File: config.mk
export PLATFORM = sky130hd
export DESIGN_NAME = isx_exec
export DESIGN_NICKNAME = d
export VERILOG_FILES = /design/src/rtl/isx_pkg.sv /design/src/rtl/isx_exec.sv /design/src/rtl/isx_alu.sv
export SDC_FILE = /design/constraint.sdc
export NUM_CORES = 1
export LEC_CHECK = 0
export BUFFER_PORTS_ARGS = -buffer_cell sky130_fd_sc_hd__clkbuf_2
export CORE_UTILIZATION = 45
export DETAILED_ROUTE_END_ITERATION = 10
export PLACE_DENSITY = 0.85
export SLEW_MARGIN = 0
export SYNTH_ARGS = -nofsm -noshare
export SYNTH_HDL_FRONTEND = slang
export SYNTH_HIERARCHICAL = 1
export SYNTH_SLANG_ARGS = --single-unit
File: constraint.sdc
create_clock -name mclk -period 1.7 [get_ports mclk]
set_input_delay 0.085 -clock mclk [delete_from_list [all_inputs] [get_ports mclk]]
set_output_delay 0.085 -clock mclk [all_outputs]
set_load 0.02 [all_outputs]
File: src/rtl/isx_pkg.sv
// Package of encodings and constants for the increment and skip executer
// Notes on behaviour
// - Increment-register op adds one to the file value, writes W when d is 0 else the file, and updates zero.
// - Increment-skip-zero op adds one and routes by d but leaves every status flag alone.
// - A zero result of increment-skip-zero discards the fetched next word and runs a no-op, two cycles.
// - A taken bit-test-skip-clear replaces the prefetched word with a no-op, two cycles, else one.
// - Bit-test-skip-clear carries a 3-bit index and 5-bit address and skips when that bit is 0.
package isx_pkg;
    localparam int INSTR_W = 12;
    localparam int DATA_W = 8;
    localparam int ADDR_W = 5;
    // Opcode fields compared against instr[11:6] or instr[11:8]
    localparam logic [5:0] OPC_INC = 6'h0A;
    localparam logic [5:0] OPC_INCSZ = 6'h0F;
    localparam logic [3:0] OPC_BTSC = 4'h6;
    localparam int DEST_POS = 5;
    localparam int BIT_LSB = 5;
    localparam logic [7:0] WREG_RST = 8'h00;
    localparam logic ZERO_RST = 1'b0;
    typedef enum logic [1:0] {
        ISX_EXEC = 2'h0,
        ISX_FLUSH = 2'h1
    } isx_state_t;
endpackage

File: src/rtl/isx_exec.sv
// Executer for increment, increment-skip-zero and bit-test-skip-clear ops
`timescale 1ns/100ps
module isx_exec (
    input wire logic mclk,
    input wire logic rst,
    input wire logic instrValid,
    input wire logic [isx_pkg::INSTR_W-1:0] instr,
    input wire logic [isx_pkg::DATA_W-1:0] fileRdData,
    output logic [isx_pkg::ADDR_W-1:0] fileAddr,
    output logic fileWrEn,
    output logic [isx_pkg::DATA_W-1:0] fileWrData,
    output logic [isx_pkg::DATA_W-1:0] wReg,
    output logic zeroFlag,
    output logic discardNext,
    output logic busy
);
    import isx_pkg::*;

    typedef struct packed {
        isx_state_t st;
        logic [7:0] w;
        logic z;
        logic fwe;
        logic [4:0] fa;
        logic [7:0] fwd;
    } isx_reg_t;

    isx_reg_t r_q;
    isx_reg_t r_d;
    logic [7:0] incSum;
    logic incZero;
    logic isInc;
    logic isIncSz;
    logic isBtsc;
    logic destFile;
    logic bitClear;
    logic takeSkip;

    // ----------------------------------------
    // Decode
    // ----------------------------------------
    assign isInc = instrValid && (instr[11:6] == OPC_INC);
    assign isIncSz = instrValid && (instr[11:6] == OPC_INCSZ);
    assign isBtsc = instrValid && (instr[11:8] == OPC_BTSC);
    assign destFile = instr[DEST_POS];
    assign fileAddr = instr[ADDR_W-1:0];
    // High when the selected bit of the addressed file is clear
    assign bitClear = !fileRdData[instr[BIT_LSB+2:BIT_LSB]];

    isx_alu uAlu (
        .operand(fileRdData),
        .sum(incSum),
        .isZero(incZero)
    );

    // Skip decision made while the op is executing
    assign takeSkip = (r_q.st == ISX_EXEC) &&
        ((isIncSz && incZero) || (isBtsc && bitClear));

    // ----------------------------------------
    // Next state
    // ----------------------------------------
    always_comb begin
        r_d = r_q;
        r_d.fwe = 1'b0;
        unique case (r_q.st)
            ISX_EXEC: begin
                if (isInc || isIncSz) begin
                    if (destFile) begin
                        r_d.fwe = 1'b1;
                        r_d.fa = fileAddr;
                        r_d.fwd = incSum;
                    end else begin
                        r_d.w = incSum;
                    end
                end
                // Only the plain increment touches status
                if (isInc) begin
                    r_d.z = incZero;
                end
                if (takeSkip) begin
                    r_d.st = ISX_FLUSH;
                end
            end
            ISX_FLUSH: begin
                // Fetched word is dropped, acting as a no-op
                r_d.st = ISX_EXEC;
            end
            default: begin
                // Unused code after an upset, fall back to execute
                r_d.st = ISX_EXEC;
            end
        endcase
    end

    // Registered state
    always_ff @(posedge mclk or posedge rst) begin
        if (rst) begin
            r_q <= '{st: ISX_EXEC, w: WREG_RST, z: ZERO_RST, fwe: 1'b0,
                     fa: 5'h00, fwd: 8'h00};
        end else begin
            r_q <= r_d;
        end
    end

    assign wReg = r_q.w;
    assign zeroFlag = r_q.z;
    assign fileWrEn = r_q.fwe;
    assign fileWrData = r_q.fwd;
    // Handshake outputs: tell fetch the word now present is squashed
    assign discardNext = (r_q.st == ISX_FLUSH);
    assign busy = (r_q.st == ISX_FLUSH);

    // ----------------------------------------
    // Checks: increment-register op
    // ----------------------------------------
    // Result routing, zero flag and the write address held for the late file write
    AST_INC_W: assert property (@(posedge mclk) disable iff (rst)
        (r_q.st == ISX_EXEC && isInc && !destFile) |=>
        wReg == $past(fileRdData) + 8'h01)
        else $error("increment did not load W");

    AST_INC_F: assert property (@(posedge mclk) disable iff (rst)
        (r_q.st == ISX_EXEC && isInc && destFile) |=>
        fileWrEn && fileWrData == $past(fileRdData) + 8'h01)
        else $error("increment did not write the file");

    AST_INC_Z: assert property (@(posedge mclk) disable iff (rst)
        (r_q.st == ISX_EXEC && isInc) |=>
        zeroFlag == ($past(fileRdData) == 8'hFF))
        else $error("increment zero flag wrong");

    AST_INC_NOSKIP: assert property (@(posedge mclk) disable iff (rst)
        (r_q.st == ISX_EXEC && isInc) |=>
        !discardNext)
        else $error("plain increment squashed a word");

    AST_WRAP: assert property (@(posedge mclk) disable iff (rst)
        (r_q.st == ISX_EXEC && isInc && !destFile && fileRdData == 8'hFF) |=>
        wReg == 8'h00 && zeroFlag)
        else $error("increment did not wrap");

    AST_WR_ADDR: assert property (@(posedge mclk) disable iff (rst)
        fileWrEn |->
        r_q.fa == $past(fileAddr))
        else $error("file write address not the one read");

    // ----------------------------------------
    // Checks: increment-skip-zero op
    // ----------------------------------------
    // Same datapath as the plain op, but status must stay put
    AST_INCSZ_W: assert property (@(posedge mclk) disable iff (rst)
        (r_q.st == ISX_EXEC && isIncSz && !destFile) |=>
        wReg == $past(fileRdData) + 8'h01)
        else $error("skip increment did not load W");

    AST_INCSZ_F: assert property (@(posedge mclk) disable iff (rst)
        (r_q.st == ISX_EXEC && isIncSz && destFile) |=>
        fileWrEn && fileWrData == $past(incSum))
        else $error("skip increment file write missing");

    AST_INCSZ_NOZ: assert property (@(posedge mclk) disable iff (rst)
        (r_q.st == ISX_EXEC && isIncSz) |=>
        $stable(zeroFlag))
        else $error("skip increment changed status");

    AST_INCSZ_SKIP: assert property (@(posedge mclk) disable iff (rst)
        (r_q.st == ISX_EXEC && isIncSz && fileRdData == 8'hFF) |=>
        discardNext ##1 !discardNext)
        else $error("zero result did not skip once");

    AST_INCSZ_NOSKIP: assert property (@(posedge mclk) disable iff (rst)
        (r_q.st == ISX_EXEC && isIncSz && fileRdData != 8'hFF) |=>
        !discardNext)
        else $error("nonzero result skipped");

    AST_WRAP_SKIP: assert property (@(posedge mclk) disable iff (rst)
        (r_q.st == ISX_EXEC && isIncSz && destFile && fileRdData == 8'hFF) |=>
        fileWrData == 8'h00 && discardNext)
        else $error("wrapped skip increment wrong");

    // ----------------------------------------
    // Checks: bit-test-skip-clear op
    // ----------------------------------------
    // Pure test, so no write port, W or zero flag may move
    AST_BTSC_SKIP: assert property (@(posedge mclk) disable iff (rst)
        (r_q.st == ISX_EXEC && isBtsc && bitClear) |=>
        discardNext)
        else $error("clear bit did not skip");

    AST_BTSC_ONCE: assert property (@(posedge mclk) disable iff (rst)
        (r_q.st == ISX_EXEC && isBtsc && bitClear) |->
        ##2 !discardNext)
        else $error("bit test skip lasted too long");

    AST_BTSC_NOSKIP: assert property (@(posedge mclk) disable iff (rst)
        (r_q.st == ISX_EXEC && isBtsc && !bitClear) |=>
        !discardNext)
        else $error("set bit skipped");

    AST_BTSC_QUIET: assert property (@(posedge mclk) disable iff (rst)
        (r_q.st == ISX_EXEC && isBtsc) |=>
        !fileWrEn && $stable(wReg) && $stable(zeroFlag))
        else $error("bit test changed state");

    // ----------------------------------------
    // Checks: squashed word
    // ----------------------------------------
    // The dead cycle must leave no trace, else the skip would leak effects
    AST_FLUSH_QUIET: assert property (@(posedge mclk) disable iff (rst)
        discardNext |=>
        !fileWrEn && $stable(wReg))
        else $error("flushed word had effect");

    AST_FLUSH_Z: assert property (@(posedge mclk) disable iff (rst)
        discardNext |=>
        $stable(zeroFlag))
        else $error("flushed word changed status");

    AST_FLUSH_ONE: assert property (@(posedge mclk) disable iff (rst)
        discardNext |=>
        !discardNext)
        else $error("skip cost more than one cycle");

    // ----------------------------------------
    // Coverage
    // ----------------------------------------
    // Main scenarios the random stream must reach
    COV_INC: cover property (@(posedge mclk) disable iff (rst) r_q.st == ISX_EXEC && isInc);
    COV_INCSZ_SKIP: cover property (@(posedge mclk) disable iff (rst) isIncSz && takeSkip);
    COV_BTSC_SKIP: cover property (@(posedge mclk) disable iff (rst) isBtsc && takeSkip);
    COV_BTSC_NOSKIP: cover property (@(posedge mclk) disable iff (rst) isBtsc && !bitClear);
    COV_INCSZ_NOSKIP: cover property (@(posedge mclk) disable iff (rst) isIncSz && !incZero);
endmodule

File: src/rtl/isx_alu.sv
// Incrementer with zero detect
`timescale 1ns/100ps
module isx_alu (
    input wire logic [7:0] operand,
    output logic [7:0] sum,
    output logic isZero
);
    import isx_pkg::*;
    // Wraps naturally at 8 bits
    assign sum = operand + 8'h01;
    assign isZero = (sum == 8'h00);
endmodule

=== Word level (Yosys, flattened, before mapping) ===
Index checks and enable logic that the tools add are counted.

* Input port bits: 23
* Output and inout bits: 25
* Logic and storage cells: 35
* Register bits: 25

* Magnitude comparators: 1
* Bitwise logic cells: 1
* $add $sub $neg: 1
* Mux-type cells: 7
* Equal/unequal tests: 5
* Reduce and logical (&&, ||, !) cells: 14

{| class="wikitable"
|+ Operators by type and width
! cell !! number
|-
| $mux W14 || 3
|-
| $eq A6 B4 Y1 const B || 2
|-
| $add A8 B1 Y8 const B || 1
|-
| $logic_not A8 Y1 || 1
|-
| $logic_and A1 B1 Y1 || 6
|-
| $reduce_and A3 Y1 || 2
|-
| $eq A4 B3 Y1 const B || 1
|-
| $lt A3 B4 Y1 const B || 1
|-
| $mux W2 || 2
|-
| $bmux W1 S3 || 1
|-
| $eq A2 B1 Y1 const B || 1
|-
| $logic_not A2 Y1 || 1
|-
| $logic_or A1 B1 Y1 || 2
|-
| $ne A2 B2 Y1 const B || 1
|-
| $reduce_and A2 Y1 || 1
|-
| $logic_not A1 Y1 || 1
|-
| $mux W1 || 1
|-
| $not A1 Y1 || 1
|}

=== Logic depth before layout (Yosys ltp) ===
* Depth in word-level cells: 8
* Mapped depth: 7
* Depth with buffers taken out: 7

=== Hierarchy ===
The synthesis kept the hierarchy.

{| class="wikitable"
|+ By module, submodules not included
! module !! sequential area each (um^2) !! cells an instance !! times used !! area each (um^2)
|-
| isx_exec || 475.5 || 59 || 1 || 882.1
|-
| isx_alu || 0.0 || 20 || 1 || 152.6
|}

=== Worst setup path before layout ===
OpenSTA, ideal clock, no wires.

* Path type: reg2reg
* Start point: register r_q[23] (netlist bit)
* End point: register r_q (netlist bit wReg[0])
* Required time: 1.575 ns
* Setup time: 0.125 ns
* Path slack: 0.048 ns
* Arrival time: 1.527 ns
* Stages on the path, launching flop included: 5
* Path through: dfrtp_1 > and4bb_2 > nor4bb_1 > buf_4 > mux2_2

* Word-level cells in the longest chain between the ends: 2

{| class="wikitable"
|+ RTL lines
! item !! line !! source
|-
| from (decl) || isx_exec.sv:28 || <nowiki>isx_reg_t r_q;</nowiki>
|-
| from (signal assigned) || isx_exec.sv:99 || <nowiki>r_q <= '{st: ISX_EXEC, w: WREG_RST, z: ZERO_RST, fwe: 1'b0,</nowiki>
|-
| from (signal assigned) || isx_exec.sv:102 || <nowiki>r_q <= r_d;</nowiki>
|-
| $logic_not A2 Y1 || isx_exec.sv:66 || <nowiki>unique case (r_q.st)</nowiki>
|-
| $reduce_and A3 Y1 (no line) || n/a ||
|}

No other way between the ends.
A chain may end at the register's enable or synchronous reset.

=== Final worst setup path ===
* Start point: register r_q[23] (netlist bit)
* End point: register r_q (netlist bit wReg[7])

Same word-level chain as after synthesis.

==> results <==
- The run finished with clean final reports.
- The first detailed-routing pass took 4 iterations.
- The via count normalized by instance count is 5.17.
- TritonCTS built the clock tree.
- Synthesis inferred 19 register bits.
- The area growth from synthesis to layout is 25.2%.
- The number of clock buffers inserted by TritonCTS is 3.
- The maximum clock frequency is 614 MHz.
- The leakage dissipation is 0.694 nW.
- Entering global routing, the biggest net connects 20 pins.
- The wire length of the first global-routing pass is 3.37 mm.
- The arrival time at the worst endpoint is 1.82 ns.
- The floorplan step defined a core boundary enclosing 0.00206 mm^2.
- The total negative slack for setup checks is 0 ns.
- The power per standard cell area is 832 mW/mm^2.
- The number of max-slew violations in the final report is 0.
- The shortest clock period the worst path allows after layout is 1.63 ns.
- After the first detailed-routing iteration, the DRC count stood at 6.
- At the pin with the least slew margin, the transition time is 0.719 ns.
- In the routed design, unresolved DRC markers number 0.
- The buffer levels on the longest clock path is 2.
- The finished layout holds 146 standard cells, fillers aside.
- After floorplanning, the core was divided into 16 placement rows.
- The aggregate routed wire length is 2.02 mm.
- The share of layout cells above drive strength 1 is 0.597.
- Averaged over all synthesized cells, the footprint is 13.1 um^2.
- The total of endpoints with negative setup slack in the final report is 0.
- The tree is rooted in a clkbuf_4.
- The tool flagged a number of max-cap violations equal to 0.
- Of the available clock period, the critical path in the final layout requires 0.958.
- The worst min-delay path category is input port to flip-flop.
- STA classifies the critical path startpoint as a flip-flop.
- The critical path start-end classification is flip-flop to flip-flop.
- In this run the tightest slew margin relative to its limit is 0.520.
- The CTS H-tree depth is 1.
- STA classifies the critical path endpoint as a flip-flop.
- The origin of the worst min-delay path is instr[10].
- The netlist area before placement is 0.00103 mm^2.
- For this run, the total global-route usage over all layers was measured as 0.184.
- In the final routed layout, each cell accounts on average for 13.9 um.
- During synthesis, Yosys emitted a total of 6 warnings.
- The cell type with the largest total area after synthesis is dfrtp_1.
- The count of buffers added on input and output ports is 37.
- The HPWL after detailed placement is 1.64 mm.
- The fraction of registers with async set or reset after synthesis is 1.00.
- In the post-synthesis netlist, the biggest area contributors are dfrtp_1, mux2_2, buf_4.
- The highest fanout seen on the critical path is 8.
- The initial core utilization is 0.502.
- The synthesized instance count is 79.
- The most critical setup path has its startpoint at r_q[23].
- The clock transition at the registers of the reported paths is 0.11 ns.
- The cell area after placement is 0.00124 mm^2.
- The number of nets still failing antenna checks after routing is 0.
- The horizontal die dimension is 50.0 um.
- The overall via count from detail_route is 755.
- The total nets after synthesis is 104.
- The dominant synthesized flop cell is dfrtp_1.
- 0 antenna diodes ended up in the layout.
- The clock insertion delay at the later pin of the skew report is 0.30 ns.
- The vertical extent of the die is 50.0 um.
- Setup repair after global routing left no endpoint under its margin.
- The number of antenna violations at the first check in global routing was 0.
- The final design instance area without fill is 0.00129 mm^2.
- The number of global-route vias before repair is 755.
- The count of different cell masters after synthesis is 22.
- The total number of clock tree sinks is 19.
- Once placement completed, the tool counted placed cells totaling 141.
- The die covers 0.00250 mm^2.
- The total overflow left after global routing is 0.
- The sequential share of the synthesized area is 0.459.
- The hold violation count in the final report is 0.
- At the end of the flow, the number of nets in the layout was 145.
- In this run the post-CTS setup repair buffer count came out at 0.
- The peak supply drop is 0.519 mV.
- The data required time of the worst path is 1.89 ns.
- In this run the count of I/O pins placed on the die edge is 48.
- The share of synthesized area in the top cell type comes to 0.459.
- The worst setup skew after layout is 0.00416 ns.
- In this run the critical register-to-register path is launched from r_q[23].
- In this run, synthesis inferred 0 flip-flops with an integrated enable.
- The final weighted congestion in routability-driven placement is 0.791.
[metal layers]
layer / GRT usage / share of wire / routed length (um) / vias up
li1: - / - / - / 358
met1: 0.229 / 0.45 / 917 / 362
met2: 0.306 / 0.49 / 988 / 31
met3: 0.0432 / 0.053 / 108 / 4
met4: 0.0714 / 0.0044 / 9 / 0
met5: 0 / 0 / 0 / -
[synth_stat cells, types with 2 or more instances]
master   count
dfrtp_1     19
mux2_2      18
buf_4        7
inv_1        4
xor2_1       4
nand2_1      3
nand3_1      3
xnor2_1      3
ha_1         2
mux4_1       2
nand3_2      2
nor2_1       2
[final timing paths]
check	endpoint	slack [ns]	depth (start not counted)
worst max-delay path	wReg[7]	0.07	4
worst min-delay path	r_q[23]	0.05	3
worst max register to register	wReg[7]	0.07	4
worst min register to register	wReg[5]	0.52	1
max in group asynchronous	zeroFlag	0.83	3
min in group asynchronous	wReg[0]	0.42	3
[cell type report]
| type | count | area, um^2 |
|---|---|---|
| Clock buffer | 3 | 22.5 |
| Clock inverter | 1 | 5.00 |
| Fill cell | 169 | 767 |
| Inverter | 4 | 15.0 |
| Multi-Input combinational cell | 49 | 507 |
| Sequential cell | 19 | 475 |
| Tap cell | 27 | 33.8 |
| Timing Repair Buffer | 43 | 236 |
[flip-flops by register name, summed over array words and instances, names as in the netlist]
signal	flops
fileWrData	8
fileWrEn	1
r_q	1
wReg	8
zeroFlag	1
[stage by stage]
step,hold slack [ns],total power [mW],worst slack (ns),utilization
final,0.0493,1.08,0.0722,0.628
after global routing,0.0294,1.14,0.0137,0.628
after CTS,0.0479,1.08,0.00367,0.622
after detailed placement,0.170,0.851,-0.0253,0.601
after global placement,0.170,0.840,0.0691,0.601
after floorplan,0.0361,0.744,0.0480,-
[critical path, cell delays in order (launching register included)]
cell      delay [ns]
dfrtp_1         0.41
and4bb_2        0.36
nor4bb_4        0.23
buf_6           0.18
mux2_2          0.34
[power by group]
group	internal (mW)	switching [mW]	leakage (nW)	total (mW)
logic	0.132	0.169	0.421	0.302
registers	0.511	0.0294	0.255	0.541
clock network	0.0876	0.147	0.0177	0.234
[cells in the final DEF (no fill, tap or decap)]
cell,synthesis,routed
and2b_1,1,1
and3_1,1,1
and4bb_2,1,1
buf_4,7,4
buf_6,0,1
clkbuf_2,0,37
clkbuf_4,0,3
clkinv_2,0,1
dfrtp_1,19,19
dlygate4sd3_1,0,1
ha_1,2,2
inv_1,4,4
mux2_2,18,18
mux4_1,2,2
nand2_1,3,3
nand3_1,3,3
nand3_2,2,2
nand3b_1,1,1
nand4b_2,1,1
nor2_1,2,2
nor3_1,1,1
nor4_2,1,1
nor4bb_4,0,1
o22ai_2,1,1
or4_1,1,1
xnor2_1,3,3
xor2_1,4,4
[cells by family after synthesis]
group / count (synthesis) / share of synthesized area
adders and majority gates: 2 / 0.0242
DFF: 19 / 0.459
muxes: 20 / 0.247
AOI/OAI and AO/OA: 1 / 0.0121
buffers and inverters: 11 / 0.0653
and+or+nand+nor: 19 / 0.133
xor gates and xnor gates: 7 / 0.0593
[timing repair]
| action | CTS | global route |
|---|---|---|
| pin swaps | 1 | 0 |
| gates resized for setup | 1 | 2 |
| endpoints found under the hold margin | 19 | 0 |
| hold buffers | 1 | 0 |
| setup endpoints to repair | 8 | 8 |
(Power assumes the default switching activity.)
